===== config.mk =====
export PLATFORM = sky130hd
export DESIGN_NAME = aph_host
export DESIGN_NICKNAME = d
export VERILOG_FILES = /design/src/include/aph_pkg.sv /design/src/rtl/aph_host.sv /design/src/rtl/aph_util_master.sv
export VERILOG_INCLUDE_DIRS = /design/src /design/src/include
export SDC_FILE = /design/constraint.sdc
export NUM_CORES = 1
export LEC_CHECK = 0
export BUFFER_PORTS_ARGS = -buffer_cell sky130_fd_sc_hd__buf_2
export CORE_MARGIN = 2
export CORE_UTILIZATION = 55
export CTS_BUF_LIST = sky130_fd_sc_hd__clkbuf_16
export DETAILED_ROUTE_END_ITERATION = 10
export PLACE_DENSITY = 0.8
export SYNTH_ARGS = -nofsm -noshare
export SYNTH_HDL_FRONTEND = slang
export SYNTH_SLANG_ARGS = --single-unit

===== constraint.sdc =====
create_clock -name clk -period 2.2 [get_ports clk]
set_clock_uncertainty 0.15 [all_clocks]
set_input_delay 0.44 -clock clk [delete_from_list [all_inputs] [get_ports clk]]
set_output_delay 0.44 -clock clk [all_outputs]
set_load 0.03 [all_outputs]

===== src/include/aph_consts.svh =====
`ifndef APH_CONSTS_SVH
`define APH_CONSTS_SVH
`define APH_CELL_BYTES     6'd53
`define APH_LINK_DIV_HALF  4'd4
`define APH_UB_PHASE_CYC   3'd3
`define APH_REF_LOW_CYC    4'd4
`define APH_REG0_ADDR      8'h00
`define APH_USER_LATCHED_OUT_BIT       3'd7
`endif


===== src/include/aph_pkg.sv =====
package aph_pkg;
  typedef enum logic [2:0] {
    UB_IDLE  = 3'b000,
    UB_ALE   = 3'b001,
    UB_LATCH = 3'b010,
    UB_STRB  = 3'b011,
    UB_DONE  = 3'b100
  } aph_ub_state_type;

  typedef struct packed {
    logic [7:0] ad_out;
    logic       ad_oe;
    logic       ale;
    logic       write_strobe_n;
    logic       read_strobe_n;
    logic       cs_n;
  } aph_ub_pins_type;

  typedef struct packed {
    aph_ub_state_type state;
    logic [2:0]       cnt;
    logic [7:0]       addr;
    logic [7:0]       wdata;
    logic             is_read;
    logic [7:0]       rdata;
    logic             done;
    logic             busy;
    aph_ub_pins_type  pins;
  } aph_ub_state_all_type;

  typedef struct packed {
    logic [7:0] data;
    logic       parity;
    logic       soc;
    logic       enb_n;
  } aph_utopia_tx_type;
endpackage : aph_pkg


===== src/rtl/aph_host.sv =====
// Functional notes
// - address stable across address latch falling edge
// - write strobe is active low
// - read strobe low, device drives data
// - line reference oscillator 32 MHz 100ppm
// - receive signals synchronous to host rx clock
// - host drives receive enable low to read
// - host marks first transmit byte with soc
// - transmit enable low with valid byte
// - transmit signals synchronous to host tx clock
// - host drives transmit parity over data
// - transmit parity never left floating
// - falling transmit reference inserts marker
// - each unit is a 53-byte cell
`timescale 1ns/1ps
`include "aph_consts.svh"
module aph_host #(
  parameter bit CELL_MODE = 1'b1
) (
  input  wire logic                   clk,
  input  wire logic                   reset_n,
  // user side: one register access
  input  wire logic                   ub_req,
  input  wire logic                   ub_req_read,
  input  wire logic [7:0]             ub_req_addr,
  input  wire logic [7:0]             ub_req_wdata,
  output logic                        ub_busy,
  output logic                        ub_done,
  output logic [7:0]                  ub_rdata,
  // user side: cells
  input  wire logic                   tx_cell_valid,
  input  wire logic [7:0]             tx_cell_byte,
  output logic                        tx_cell_ready,
  output logic                        tx_cell_done,
  output logic [7:0]                  rx_byte,
  output logic                        rx_byte_valid,
  output logic                        rx_byte_soc,
  output logic                        rx_parity_err,
  output logic                        rx_timing_ref_seen,
  input  wire logic                   tx_timing_req,
  // utility bus pins
  input  wire logic [7:0]             ad_in,
  output logic [7:0]                  ad_out,
  output logic                        ad_oe,
  output logic                        ale,
  output logic                        util_write_strobe_n,
  output logic                        util_read_strobe_n,
  output logic                        util_cs_n,
  // utopia transmit pins
  output logic                        tx_clk,
  output aph_pkg::aph_utopia_tx_type  tx_pins,
  input  wire logic                   tx_flow,
  output logic                        tx_timing_ref_n,
  // utopia receive pins
  output logic                        rx_clk,
  output logic                        rx_enb_n,
  input  wire logic [7:0]             rx_data,
  input  wire logic                   rx_parity,
  input  wire logic                   rx_soc,
  input  wire logic                   rx_flow,
  input  wire logic                   rx_timing_ref_n
);
  // flow control below serves whole cells only
  if (CELL_MODE != 1'b1) begin : g_mode_chk
    $error("CELL_MODE must be 1: only cell mode flow is built");
  end

  typedef struct packed {
    logic [3:0]                 div;
    logic                       lclk;
    logic                       tx_ref_n;
    logic [3:0]                 ref_cnt;
    logic [5:0]                 tx_idx;
    logic                       tx_active;
    logic                       tx_done;
    aph_pkg::aph_utopia_tx_type tx;
    logic [5:0]                 rx_left;
    logic                       rx_pend;
    logic                       rx_enb_n;
    logic [7:0]                 rx_byte;
    logic                       rx_valid;
    logic                       rx_soc;
    logic                       rx_perr;
    logic                       rx_ref_d;
    logic                       rx_ref_seen;
    logic [12:0]                rx_sync1;
    logic [12:0]                rx_sync2;
    logic [7:0]                 ad_sync1;
    logic [7:0]                 ad_sync2;
  } aph_host_state_type;

  aph_host_state_type s_reg, s_next;
  aph_pkg::aph_ub_pins_type ub_pins;

  aph_util_master u_util (
    .clk       (clk),
    .reset_n   (reset_n),
    .req       (ub_req),
    .req_read  (ub_req_read),
    .req_addr  (ub_req_addr),
    .req_wdata (ub_req_wdata),
    .ad_in     (s_reg.ad_sync2),
    .pins      (ub_pins),
    .busy      (ub_busy),
    .done      (ub_done),
    .rdata     (ub_rdata)
  );

  logic rise;
  logic fall;
  logic rx_flow_s;
  logic rx_ref_s;
  logic tx_flow_ok;
  logic rx_flow_ok;

  always_comb begin
    s_next          = s_reg;
    s_next.rx_valid = 1'b0;
    s_next.tx_done  = 1'b0;
    s_next.rx_ref_seen = 1'b0;
    // link clock from divider; both paths share it
    s_next.rx_sync1 = {tx_flow, rx_flow, rx_timing_ref_n, rx_soc, rx_parity, rx_data};
    s_next.rx_sync2 = s_reg.rx_sync1;
    // two flops on ad_in use up two of the three strobe cycles
    s_next.ad_sync1 = ad_in;
    s_next.ad_sync2 = s_reg.ad_sync1;
    rise = 1'b0;
    fall = 1'b0;
    if (s_reg.div == `APH_LINK_DIV_HALF - 4'd1) begin
      s_next.div  = 4'd0;
      s_next.lclk = !s_reg.lclk;
      rise = !s_reg.lclk;
      fall = s_reg.lclk;
    end else begin
      s_next.div = s_reg.div + 4'd1;
    end
    rx_flow_s  = s_reg.rx_sync2[11];
    rx_ref_s   = s_reg.rx_sync2[10];
    tx_flow_ok = s_reg.rx_sync2[12]; // cell mode only: high means room
    rx_flow_ok = rx_flow_s; // high = data/cell
    // transmit timing reference: hold low a few cycles per request
    if (tx_timing_req && s_reg.tx_ref_n) begin
      s_next.tx_ref_n = 1'b0;
      s_next.ref_cnt = `APH_REF_LOW_CYC;
    end else if (!s_reg.tx_ref_n) begin
      s_next.ref_cnt = s_reg.ref_cnt - 4'd1;
      if (s_reg.ref_cnt == 4'd1) s_next.tx_ref_n = 1'b1;
    end
    if (fall) begin
      // drive on falling edge, device samples on rising
      if (!s_reg.tx_active && tx_cell_valid && tx_flow_ok) begin
        s_next.tx_active = 1'b1;
        s_next.tx_idx    = 6'd0;
      end
      if ((s_reg.tx_active || (tx_cell_valid && tx_flow_ok)) && tx_cell_valid) begin
        s_next.tx.data   = tx_cell_byte;
        s_next.tx.parity = ~^tx_cell_byte;
        s_next.tx.soc    = !s_reg.tx_active;
        s_next.tx.enb_n  = 1'b0;
        if (s_reg.tx_active) begin
          s_next.tx_idx = s_reg.tx_idx + 6'd1;
          if (s_reg.tx_idx == `APH_CELL_BYTES - 6'd2) begin
            s_next.tx_active = 1'b0;
            s_next.tx_done   = 1'b1;
          end
        end
      end else begin
        s_next.tx.enb_n = 1'b1;
        s_next.tx.soc   = 1'b0;
      end
      // one request per link cycle until the whole cell is asked for
      if (s_reg.rx_left == 6'd0 && rx_flow_ok) begin
        s_next.rx_left  = `APH_CELL_BYTES;
        s_next.rx_enb_n = 1'b0;
      end else begin
        s_next.rx_enb_n = s_reg.rx_left == 6'd0;
      end
    end
    if (rise) begin
      // device answers at the edge that sees enable; byte taken one link cycle later
      s_next.rx_pend = !s_reg.rx_enb_n;
      if (!s_reg.rx_enb_n) s_next.rx_left = s_reg.rx_left - 6'd1;
      if (s_reg.rx_pend) begin
        s_next.rx_byte  = s_reg.rx_sync2[7:0];
        s_next.rx_valid = 1'b1;
        s_next.rx_soc   = s_reg.rx_sync2[9];
        s_next.rx_perr  = (^s_reg.rx_sync2[8:0]) != 1'b1;
      end
    end
    s_next.rx_ref_d = rx_ref_s;
    if (s_reg.rx_ref_d && !rx_ref_s) s_next.rx_ref_seen = 1'b1;
  end

  always_ff @(posedge clk or negedge reset_n) begin
    if (!reset_n) begin
      s_reg          <= '0;
      s_reg.tx.enb_n <= 1'b1;
      s_reg.tx.parity <= 1'b1;
      s_reg.rx_enb_n <= 1'b1;
      s_reg.rx_ref_d <= 1'b1;
      s_reg.tx_ref_n <= 1'b1;
      s_reg.rx_sync1 <= 13'h1FFF;
      s_reg.rx_sync2 <= 13'h1FFF;
    end else begin
      s_reg <= s_next;
    end
  end

  assign ad_out              = ub_pins.ad_out;
  assign ad_oe               = ub_pins.ad_oe;
  assign ale                 = ub_pins.ale;
  assign util_write_strobe_n = ub_pins.write_strobe_n;
  assign util_read_strobe_n  = ub_pins.read_strobe_n;
  assign util_cs_n           = ub_pins.cs_n;
  assign tx_clk              = s_reg.lclk;
  assign rx_clk              = s_reg.lclk;
  assign tx_pins             = s_reg.tx;
  assign tx_timing_ref_n     = s_reg.tx_ref_n;
  assign rx_enb_n            = s_reg.rx_enb_n;
  assign tx_cell_ready       = s_reg.tx_active;
  assign tx_cell_done        = s_reg.tx_done;
  assign rx_byte             = s_reg.rx_byte;
  assign rx_byte_valid       = s_reg.rx_valid;
  assign rx_byte_soc         = s_reg.rx_soc;
  assign rx_parity_err       = s_reg.rx_perr;
  assign rx_timing_ref_seen  = s_reg.rx_ref_seen;
endmodule : aph_host


===== src/rtl/aph_util_master.sv =====
`timescale 1ns/1ps
`include "aph_consts.svh"
module aph_util_master (
  input  wire logic                  clk,
  input  wire logic                  reset_n,
  input  wire logic                  req,
  input  wire logic                  req_read,
  input  wire logic [7:0]            req_addr,
  input  wire logic [7:0]            req_wdata,
  input  wire logic [7:0]            ad_in,
  output aph_pkg::aph_ub_pins_type   pins,
  output logic                       busy,
  output logic                       done,
  output logic [7:0]                 rdata
);
  aph_pkg::aph_ub_state_all_type st_reg, st_next;

  always_comb begin
    st_next      = st_reg;
    st_next.done = 1'b0;
    case (st_reg.state)
      aph_pkg::UB_IDLE: begin
        if (req) begin
          st_next.addr    = req_addr;
          st_next.wdata   = req_wdata;
          st_next.is_read = req_read;
          st_next.busy    = 1'b1;
          st_next.pins.cs_n   = 1'b0;
          st_next.pins.ale    = 1'b1;
          st_next.pins.ad_out = req_addr;
          st_next.pins.ad_oe  = 1'b1;
          st_next.cnt   = `APH_UB_PHASE_CYC;
          st_next.state = aph_pkg::UB_ALE;
        end
      end
      aph_pkg::UB_ALE: begin
        // address held stable across the falling edge
        st_next.cnt = st_reg.cnt - 3'd1;
        if (st_reg.cnt == 3'd1) begin
          st_next.pins.ale = 1'b0;
          st_next.cnt   = `APH_UB_PHASE_CYC;
          st_next.state = aph_pkg::UB_LATCH;
        end
      end
      aph_pkg::UB_LATCH: begin
        st_next.cnt = st_reg.cnt - 3'd1;
        if (st_reg.cnt == 3'd1) begin
          st_next.pins.ad_out = st_reg.wdata;
          st_next.pins.ad_oe  = !st_reg.is_read;
          st_next.pins.read_strobe_n  = !st_reg.is_read;
          st_next.pins.write_strobe_n = st_reg.is_read;
          st_next.cnt   = `APH_UB_PHASE_CYC;
          st_next.state = aph_pkg::UB_STRB;
        end
      end
      aph_pkg::UB_STRB: begin
        st_next.cnt = st_reg.cnt - 3'd1;
        if (st_reg.cnt == 3'd1) begin
          if (st_reg.is_read) begin
            st_next.rdata = ad_in;
          end
          st_next.pins.read_strobe_n  = 1'b1;
          st_next.pins.write_strobe_n = 1'b1;
          st_next.state = aph_pkg::UB_DONE;
        end
      end
      aph_pkg::UB_DONE: begin
        st_next.pins.ad_oe = 1'b0;
        st_next.pins.cs_n  = 1'b1;
        st_next.done  = 1'b1;
        st_next.busy  = 1'b0;
        st_next.state = aph_pkg::UB_IDLE;
      end
      default: st_next.state = aph_pkg::UB_IDLE;
    endcase
  end

  always_ff @(posedge clk or negedge reset_n) begin
    if (!reset_n) begin
      st_reg       <= '0;
      st_reg.pins  <= '{ad_out: 8'h00, ad_oe: 1'b0, ale: 1'b0, write_strobe_n: 1'b1,
                        read_strobe_n: 1'b1, cs_n: 1'b1};
    end else begin
      st_reg <= st_next;
    end
  end

  assign pins  = st_reg.pins;
  assign busy  = st_reg.busy;
  assign done  = st_reg.done;
  assign rdata = st_reg.rdata;
endmodule : aph_util_master

After elaboration in Yosys (flattened, before gate mapping)
Cells that the tools add are included.
{ "classes": {"n_addsub": 5, "n_mul": 0, "n_div": 0, "n_lt_le_gt_ge": 0, "eq_ne": 13, "shift": 0, "mux": 38, "bitwise": 1, "n_reduce_logical": 34} }
{ "ops": {"columns": ["cell", "count"], "rows": [
  ["$mux 6", 4],
  ["$pmux 3 s4", 2],
  ["$mux 23", 1],
  ["$mux 18", 1],
  ["$mux 17", 1],
  ["$pmux 8 s2", 1],
  ["$reduce_and 3->1", 5],
  ["$mux 7", 2],
  ["$mux 11", 1],
  ["$mux 5", 2],
  ["$reduce_and 2->1", 5],
  ["$mux 3", 3],
  ["$mux 9", 1],
  ["$reduce_xor 9->1", 1],
  ["$mux 1", 8],
  ["$mux 2", 4],
  ["$mux 8", 1],
  ["$ne 2x1->1 const B", 4],
  ["$reduce_bool 2->1", 4],
  ["$reduce_xnor 8->1", 1],
  ["$logic_and 1x1->1", 7],
  ["$add 6x1->6 const B", 1],
  ["$eq 3x1->1 const B", 2],
  ["$eq 3x2->1 const B", 2],
  ["21 further kinds", 27]
]} }
{ "word_totals": {"ff_bits": 138, "latchBits": 0, "ramBits": 0, "mem_bits_ro": 0, "out_inout_bits": 52, "mem_count": 0} }

Logic depth before layout (Yosys ltp)
Gate-level depths: netlist (run 1).
{ "logic_depth": {"depth_word": 10, "mapped_depth": 7, "ltp_nobuf": 6} }

By module
A second synthesis (run 1) with hierarchy kept.
{ "unflattened": {"cells_unflattened": 414, "hier_area_um2": 5452.7} }
{ "by_module_without_submodules": {"columns": ["mod", "n_inst", "cells_each", "area_per_inst_um2", "seq_area_each_um2"], "rows": [
  ["aph_host", 1, 251, 3585.9, 2341.0],
  ["aph_util_master", 1, 163, 1866.8, 954.7]
]} }

Worst setup path before layout (run 1)
OpenSTA, ideal clock, no wires.
{ "synth_timing": {"kind": "reg-to-reg", "from": "register s_reg[88] (netlist bit)", "to": "register s_reg, in the netlist tx_pins[9]", "arrival_ns": 1.572, "required_ns": 1.923, "setup_slack_ns": 0.351, "path_stages_with_launch": 7, "path_buffers": 2, "path_cell_list": "dfrtp_1 -> ha_1 -> and4bb_1 -> buf_6 -> o211ai_4 -> buf_6 -> mux2_1"} }
{ "synth_via": {"elab_chain_cells": 3} }
{ "synth_lines": {"columns": ["element", "line", "rtl"], "rows": [
  ["start, declared", "aph_host.sv:92", "aph_host_state_type s_reg, s_next;"],
  ["start signal, assigned", "aph_host.sv:205", "s_reg <= s_next;"],
  ["$eq 4x2->1", "aph_host.sv:129", "if (s_reg.div == `APH_LINK_DIV_HALF - 4'd1) begin"],
  ["$mux 1", "aph_host.sv:129", null],
  ["$reduce_and 2->1 (no source line)", null, null]
]} }
Every way passes these cells.
A chain may end at the register's enable or synchronous reset.

Worst setup path in the final report (run 1)
{ "layout_timing": {"from": "register s_reg[88] (netlist bit)", "to": "register s_reg[81] (netlist bit)"} }
{ "layout_via": {"elab_chain_cells": 2} }
{ "layout_lines": {"columns": ["element", "line"], "rows": [
  ["$eq 4x2->1", "aph_host.sv:129"],
  ["$mux 1", "aph_host.sv:129"]
]} }
Every way passes these cells.

==> impl_metrics.ini, run 1 <==
[cts]
cts_buffer_depth = 2
clock_latency_ns = 0.41
clock_sinks = 130
htreeDepth = 4
clkTransAtPathRegs_ns = 0.06
ctsRootBufferMaster = clkbuf_16
postCtsSetupBuffers = 0
cts_buffers = 17
tritoncts = yes

[global_route]
antenna_found_initial = 0
grt_use_total_pct = 20.5
grt_pass1_vias = 3444
grt_max_degree = 55
grt_pass1_wl_um = 16200
grt_overflow = 0

[timing]
min_period_ns = 2.01
worst_hold_slack_ns = 0.0200
maxSlewHeadroom_pct = 63.8
final_hold_viol_count = 0
slew_violations = 0
setup_viol = 0
tns_ns = 0
rsz0062_at_grt = false
fin_crit_sh_pct = 91.3
tightest_slew_ns = 0.541
fmax_ghz = 0.498

[synthesis]
syn_area_per_cell_sq_um = 13.0
seq_area_frac_synth_pct = 62.3
synth_cell_type_count = 51
ys_seq_elements = 130
syn-num-nets = 466
yosys_most_used_dff = dfrtp_1
yosys_warnings = 0
synth_async_sr_flop_share_pct = 100
syn_inst = 408
synth_edf_count = 0
syn_area_sq_mm = 0.00529

[place]
gp_congestion = 0.880
portBuffers = 102
dpl_cell_area_sq_mm = 0.00571
dp_cells = 599
dp_hpwl_um = 6570

[routing]
drc = 0
via_count = 3312
route.antenna.remaining_nets = 0
drtPass1Iterations = 4
viasPerCell = 5.08
drt_wl_total_um = 9710
routedWlPerCell_um = 14.9
first_iter_violations = 83

[worst_setup_path]
critPathRequiredTime_ns = 2.39
cp_slowest_cell = or4b_1
crit_fanout = 8
cp.depth = 5
r2r_cells = 5
r2r-start = s_reg[88]
worst_setup_path_end_kind = flop
cp-start-kind = flop
crit_family = simple AND/OR/NAND/NOR gates
cp_num_buf_inv = 0
critical_path_class = reg2reg
regToRegEndpoint = s_reg[81]
critPathArrivalTime_ns = 2.19
r2r_setup_slack_ns = 0.19
cp_slowest_stage_delay_ns = 0.54
crit_chain = ha_1, and4bb_2, nand2_1, or4b_1, nand3_1

[floorplanning]
dieArea_sq_mm = 0.0104
die_height_um = 102
row_count = 35
die_width_um = 102
start_util_pct = 56.9
design.core.area_sq_mm = 0.00928
pin_count = 103

[final_layout]
diodes = 0
design_area_sq_mm = 0.00650
final_core_util_pct = 70.1
layout_common_cells = buf_2, dfrtp_1, dfstp_2, nor2_1, mux2_1
final_cells = 652
fin_nets = 568
largest_reg_flops = 41
layout_commonest_cell = buf_2
area_growth_pct = 23.0
drive_gt1_share_pct = 36.9

[worst_hold_path]
hold_start = ad_in[7]
holdPathStages = 1
hold_class = in2reg
hold_path_end = s_next[7]

[run]
max_cap_violations = 0

[pwr]
cellPowerDensity_mw_per_mm2 = 1210
leakage_nw = 2.95
vdd_drop_max_mv = 0.554

[run_status]
status = complete, no violations
## synth_stat cells (3+ instances only)
cell      count  share of area [%]
inv_1        15                1.1
dfrtp_1      96                 45
nand2_1      20                1.4
mux2_2        9                1.9
o21ai_1       6               0.57
o21ai_0      12                1.1
nand2b_1      6               0.71
buf_4        37                5.3
nand3_1       7               0.66
nor2_1       28                2.0
dfstp_2      34                 17
clkbuf_1      5               0.36
a21oi_1      19                1.8
mux2i_1      12                2.3
buf_2         3               0.28
and3_1        3               0.36
o22ai_1       3               0.36
mux2_1       26                5.5
ha_1          7                1.7
xnor2_1      16                2.7
nor3_1        5               0.47
## metrics by stage
stage          setup WS, ns  power (mW)
6_report              0.191        7.88
5_1_grt              0.0363        8.31
4_1_cts               0.112        7.96
3_5_place_dp          0.185        5.19
3_3_place_gp          0.275        5.08
2_1_floorplan         0.351        4.84
## final cells by class
cell class / count / area [sq um]
Multi-Input combinational cell: 216 / 1610
Fill cell: 668 / 2780
Timing Repair Buffer: 130 / 801
Sequential cell: 130 / 3300
Clock buffer: 17 / 425
Inverter: 15 / 56.3
Clock inverter: 15 / 158
Tap cell: 129 / 161
## worst max-delay path by stage
stage,to,start
2_1_floorplan,tx_pins[9],s_reg[88]
3_3_place_gp,s_reg[81],s_reg[88]
3_5_place_dp,s_reg[81],s_reg[88]
4_1_cts,s_reg[81],s_reg[88]
5_1_grt,s_reg[81],s_reg[88]
6_report,s_reg[81],s_reg[88]
## cell families after synthesis
family | Yosys count | share of synthesized area, %
flip-flops | 130 | 62.3
AND/OR/NAND/NOR | 87 | 8.83
buffers and inverters | 62 | 7.38
AO/OA/AOI/OAI | 56 | 6.65
multiplexers | 47 | 9.73
XOR/XNOR | 19 | 3.41
adder cells (fa/ha/maj) | 7 | 1.66
## report_power, final
part | internal, mW | total (mW) | leakage (nW) | switching [mW]
combinational | 0.755 | 1.93 | 1.18 | 1.17
clock | 1.67 | 2.72 | 0.276 | 1.04
sequential | 2.91 | 3.23 | 1.49 | 0.328
total | 5.33 | 7.88 | 2.95 | 2.54
## per-layer routing
metal  global-route usage, %  part of all wire (%)
met1                    25.1                    42
met2                    34.8                    50
met3                    5.47                   6.2
met4                    8.10                   1.8
met5                       0                     0
## repair_timing
| item | CTS | global route |
|---|---|---|
| gates resized for setup | 0 | 1 |
| endpoints found under the hold margin | 44 | 1 |
| setup endpoints to repair | 0 | 1 |
| hold buffers | 20 | 1 |
No activity file was read; power rests on OpenSTA's default activity.
==> run 2, diff against run 1 <==
--- a/config.mk
+++ b/config.mk
@@ -6,12 +6,13 @@
 export SDC_FILE = /design/constraint.sdc
 export NUM_CORES = 1
 export LEC_CHECK = 0
+export ABC_AREA = 1
 export BUFFER_PORTS_ARGS = -buffer_cell sky130_fd_sc_hd__buf_2
 export CORE_MARGIN = 2
 export CORE_UTILIZATION = 55
 export CTS_BUF_LIST = sky130_fd_sc_hd__clkbuf_16
 export DETAILED_ROUTE_END_ITERATION = 10
-export PLACE_DENSITY = 0.8
+export PLACE_DENSITY = 0.79
 export SYNTH_ARGS = -nofsm -noshare
 export SYNTH_HDL_FRONTEND = slang
 export SYNTH_SLANG_ARGS = --single-unit
==> run 2 against run 1 <==
Against the previous run: via count rose by 13%; synthesized cell count rose by 30%; combinational power rose by 3%; core utilization fell by 1.7 points; first-iteration DRC count rose by 39%; register-to-register slack barely moved; highest routed layer unchanged.
==> impl_metrics.ini, run 2 <==
[final_layout]
multi_input_area_sq_mm = 0.00155
drive_gt1_share_pct = 30.6
fillers = 725
layout_commonest_cell = nand2_1
fin_nets = 688
area_growth_pct = 22.3
largest_reg_flops = 41
diodes = 0
layout_common_cells = nand2_1, buf_2, dfrtp_1, inv_1, dfstp_2
layout.area.seq_sq_mm = 0.00330

[timing]
fin_ws_ns = 0.199
tightest_slew_ns = 0.390
tns_ns = 0
final_hold_viol_count = 0
slew_violations = 0
rsz0062_at_grt = false
setup_viol = 0
fin_crit_sh_pct = 91.0
worst_hold_slack_ns = 0.109
fmax_ghz = 0.500
maxSlewHeadroom_pct = 73.8
min_period_ns = 2.00

[synthesis]
synth_edf_count = 0
yosys_most_used_dff = dfrtp_1
synth_top_area_share_pct = 44.4
synth_async_sr_flop_share_pct = 100
syn_inst = 529
yosys_warnings = 0
synthTopCellsByArea = dfrtp_1, dfstp_2, nand2_1
syn_area_sq_mm = 0.00541
ys_seq_elements = 130
seq_area_frac_synth_pct = 60.9
syn-num-nets = 587
synthTopCellsByCount = nand2_1, dfrtp_1, inv_1, buf_4, dfstp_2
yosysMostFrequentCell = nand2_1
synth_top_area_cell = dfrtp_1
syn_area_per_cell_sq_um = 10.2
synth_cell_type_count = 41

[cts]
cts_buffer_depth = 2
clock_latency_ns = 0.40
postCtsSetupBuffers = 0
cts_buffers = 17
cts_resized = 0
ctsRootBufferMaster = clkbuf_16
htreeDepth = 4
clock_sinks = 130
tritoncts = yes
clkTransAtPathRegs_ns = 0.06

[worst_setup_path]
crit_fanout = 14
critPathRequiredTime_ns = 2.34
r2r_setup_slack_ns = 0.20
cp.depth = 8
critical_path_class = reg2reg
r2r_cells = 8
cp_slowest_stage_delay_ns = 0.39
critPathArrivalTime_ns = 2.14
cp_num_buf_inv = 1
cp_slowest_cell = dfrtp_1
crit_family = simple AND/OR/NAND/NOR gates
crit_chain = ha_1, nand3_1, nor2_2, nand2_1, inv_2, o21ai_0, nand2_1, nand2_1
worst_setup_path_end_kind = flop
cp-start-kind = flop
path_common_cell = nand2_1

[pwr]
cellPowerDensity_mw_per_mm2 = 1190
vdd_drop_max_mv = 0.626
totalPowerFinal_mw = 7.88
leakage_nw = 3.32

[global_route]
antenna_found_initial = 0
grt_overflow = 0
grt_pass1_wl_um = 16300
grt_use_total_pct = 19.9
grt_max_degree = 51
grt_pass1_vias = 3781

[floorplanning]
row_count = 36
dieArea_sq_mm = 0.0107
design.core.area_sq_mm = 0.00968
start_util_pct = 55.9
die_width_um = 103
pin_count = 103
die_height_um = 103

[place]
portBuffers = 102
pre_cts_ws_ns = 0.224
gp_congestion = 0.819
dp_hpwl_um = 6590

[worst_hold_path]
holdPathStages = 3
hold_class = in2reg

[routing]
viasPerCell = 4.84
drc = 0
drt_wl_total_um = 9670
first_iter_violations = 115
route.antenna.remaining_nets = 0
drtPass1Iterations = 4
via_count = 3754
routedWlPerCell_um = 12.5

[run_status]
status = complete, no violations

[run]
max_cap_violations = 0
## run 2: changes by cell type after synthesis, moves of 12 or more
cell / before / now
mux2i_1: 12 / 0
mux2_1: 26 / 0
nand3_1: 7 / 30
xnor2_1: 16 / 4
inv_1: 15 / 58
nand2_1: 20 / 124
o21ai_0: 12 / 27
a21oi_1: 19 / 5
## run 2: metal layers
layer	track usage (%)	wire length [um]	share of wire, %
met5	0	0	0
met2	33.2	4990	52
met3	5.98	515	5.3
met1	23.9	4020	42
met4	9.41	157	1.6
## run 2: final timing paths
check | start | end
setup / recovery | s_reg[88] | s_reg[81]
hold / removal | tx_cell_byte[6] | tx_pins[9]
setup reg to reg | s_reg[88] | s_reg[81]
hold reg to reg | s_next[1] | s_reg[1]
max in group asynchronous | reset_n | s_next[21]
min in group asynchronous | reset_n | s_reg[85]
## run 2: worst min-delay path, stage by stage
cell and delay (ns):
buf_2 0.09, nand2_1 0.05, nand2_1 0.04
## run 2: area by class of cell
| class | instances | share of cell area, % |
|---|---|---|
| clock buffer | 17 | 6.43 |
| clock inverter | 15 | 2.50 |
| inverter | 63 | 3.57 |
| multi-input combinational | 291 | 23.3 |
| sequential | 130 | 49.8 |
| tap | 133 | 2.51 |
| timing repair buffer | 127 | 11.9 |
## run 2: repair_timing
item                       in CTS  in global routing
hold endpoints to repair       45                  0
setup endpoints to repair       0                  0
hold buffers                   22                  0
## run 2: power breakdown
part | switching, mW | internal, mW
registers | 0.264 | 2.87
logic | 1.29 | 0.683
clock network | 0.996 | 1.77
## run 2: logic make-up after synthesis
kind of cell             after synthesis  synth area share [%]
AND/OR/NAND/NOR                      204                  16.9
flip-flops                           130                  60.9
buffers and inverters                108                  10.6
AO/OA/AOI/OAI                         60                  6.38
XOR/XNOR                              11                  1.78
multiplexers                           9                  1.87
adder cells (fa/ha/maj)                7                  1.62
## run 2: per-stage QoR
step,area (sq um),util (%),std cells
2_1_floorplan,5410,-,529
3_3_place_gp,5810,60.0,722
3_5_place_dp,5810,60.0,722
4_1_cts,6620,68.3,776
5_1_grt,6620,68.3,776
6_report,6620,68.3,776
==> run 3, diff against run 2 <==
--- a/config.mk
+++ b/config.mk
@@ -8,6 +8,7 @@
 export LEC_CHECK = 0
 export ABC_AREA = 1
 export BUFFER_PORTS_ARGS = -buffer_cell sky130_fd_sc_hd__buf_2
+export CORE_ASPECT_RATIO = 2
 export CORE_MARGIN = 2
 export CORE_UTILIZATION = 55
 export CTS_BUF_LIST = sky130_fd_sc_hd__clkbuf_16
==> run 3 against run 2 <==
Against the previous run: core utilization rose by 0.33 points; final area about the same; sequential share of layout area is essentially flat; power is 0.92% higher; non-clock buffer count unchanged; first-iteration DRC count fell by 4.3%; critical path depth fell by 1; die area rose by 0.45%; global-route usage increased by 1.1 points; critical path type unchanged; critical endpoint is now s_reg[79].
==> impl_metrics.ini, run 3 (synthesis gave the netlist of run 2 again) <==
[place]
portBuffers = 102
dp_hpwl_um = 7230
gp_congestion = 0.859
pre_cts_ws_ns = 0.405
dpl_cell_area_sq_mm = 0.00579

[timing]
min_period_ns = 1.79
maxSlewHeadroom_pct = 70.1
fmax_ghz = 0.557
tightest_slew_ns = 0.445
fin_ws_ns = 0.406
worst_hold_slack_ns = 0.108
tns_ns = 0
final_hold_viol_count = 0
setup_viol = 0
slew_violations = 0
rsz0062_at_grt = false
fin_crit_sh_pct = 81.6

[routing]
viasPerCell = 4.90
drt_wl_total_um = 10400
dr_wl_met2_um = 5690
drtPass1Iterations = 4
routedWlPerCell_um = 13.4
maxUsedRoutingLayer = met4
drc = 0
first_iter_violations = 110
met3_length_um = 398
via_count = 3795
route.antenna.remaining_nets = 0
wl_met1_um = 3980

[global_route]
grt_use_total_pct = 21.1
antenna_found_initial = 0
grt_max_degree = 74
grt_pass1_wl_um = 17200
grt_overflow = 0
grt_pass1_vias = 3978

[floorplanning]
design.core.area_sq_mm = 0.00964
die_height_um = 144
start_util_pct = 56.2
die_width_um = 74.1
row_count = 51
pin_count = 103
dieArea_sq_mm = 0.0107

[cts]
cts_buffers = 17
clock_sinks = 130
clkTransAtPathRegs_ns = 0.06
htreeDepth = 4
cts_resized = 0
postCtsSetupBuffers = 0
clock_latency_ns = 0.41
cts_buffer_depth = 2
tritoncts = yes
ctsRootBufferMaster = clkbuf_16

[final_layout]
layout_commonest_cell = nand2_1
design_area_sq_mm = 0.00662
layout_common_cells = nand2_1, buf_2, dfrtp_1, inv_1, dfstp_2
layout.area.seq_sq_mm = 0.00330
fillers = 734
drive_gt1_share_pct = 31.1
area_growth_pct = 22.3
fin_nets = 688
largest_reg_flops = 41
multi_input_area_sq_mm = 0.00155
diodes = 0

[pwr]
leakage_nw = 3.32
cellPowerDensity_mw_per_mm2 = 1200
vdd_drop_max_mv = 0.744

[run]
max_cap_violations = 0

[worst_setup_path]
cp_slowest_cell = dfrtp_1
crit_chain = ha_1, nand3_1, nor2_2, nand2_1, buf_4, o21ai_0, o31ai_1
crit_fanout = 16
r2r-start = s_reg[88]
critical_path_class = reg2reg
startpoint = s_reg[88]
cp_slowest_stage_delay_ns = 0.38
worst_setup_path_end_kind = flop
critPathArrivalTime_ns = 1.92
critPathRequiredTime_ns = 2.33
cp-start-kind = flop

[worst_hold_path]
hold_class = in2reg
hold_start = tx_cell_byte[1]

[run_status]
status = complete, no violations
==> run 3: cell types whose count changed in the layout (fill, tap and decap cells not counted) <==
| cell | previous run | this run |
|---|---|---|
| clkinv_1 | 4 | 0 |
| buf_4 | 1 | 3 |
| clkinvlp_4 | 2 | 4 |
| inv_6 | 2 | 4 |
| buf_12 | 2 | 1 |
| buf_6 | 1 | 0 |
| clkinv_2 | 2 | 1 |
| inv_1 | 58 | 59 |
==> run 3: through the flow <==
| step | instances | power (mW) | utilization [%] |
|---|---|---|---|
| 2_1_floorplan | 529 | 4.79 | - |
| 5_1_grt | 775 | 8.42 | 68.7 |
| 3_3_place_gp | 721 | 5.02 | 60.1 |
| 3_5_place_dp | 721 | 5.11 | 60.1 |
| 6_report | 775 | 7.95 | 68.7 |
| 4_1_cts | 775 | 8.02 | 68.7 |
==> run 3: worst paths after layout <==
path | end | slack, ns | cells past startpoint
max in group asynchronous | s_reg[28] | 0.79 | 3
max reg2reg | s_reg[79] | 0.41 | 7
min | tx_pins[4] | 0.11 | 3
min reg2reg | s_reg[3] | 0.20 | 0
min in group asynchronous | s_reg[2] | 0.32 | 2
max | s_reg[79] | 0.41 | 7
==> run 3: routing by layer <==
metal / track usage, % / vias to the layer above
li1: - / 1853
met1: 22.6 / 1820
met2: 37.0 / 97
met3: 5.71 / 25
met4: 10.4 / 0
met5: 0 / -
==> run 3: report_power, final <==
part / total (mW) / switching, mW / internal, mW / leakage [nW]
clock: 2.85 / 1.06 / 1.79 / 0.288
sequential: 3.14 / 0.265 / 2.87 / 1.51
combinational: 1.96 / 1.29 / 0.679 / 1.52
==> run 3: area by class of cell <==
cell class	count	area share, %
multi-input combinational	291	23.4
sequential	130	49.8
tap	132	2.50
clock buffer	17	6.43
clock inverter	15	2.74
timing repair buffer	127	11.6
inverter	63	3.57
==> run 3: critical path: cells and delay by family, from the launching register on <==
| family | cells | cell delay [ns] |
|---|---|---|
| flip-flops | 1 | 0.38 |
| adder cells (fa/ha/maj) | 1 | 0.21 |
| AO/OA/AOI/OAI | 2 | 0.26 |
| AND/OR/NAND/NOR | 3 | 0.47 |
| buffers and inverters | 1 | 0.21 |
==> run 3: repair_timing <==
action,in CTS,in global routing
hold buffers,22,0
endpoints found under the setup margin,0,0
hold endpoints to repair,44,0
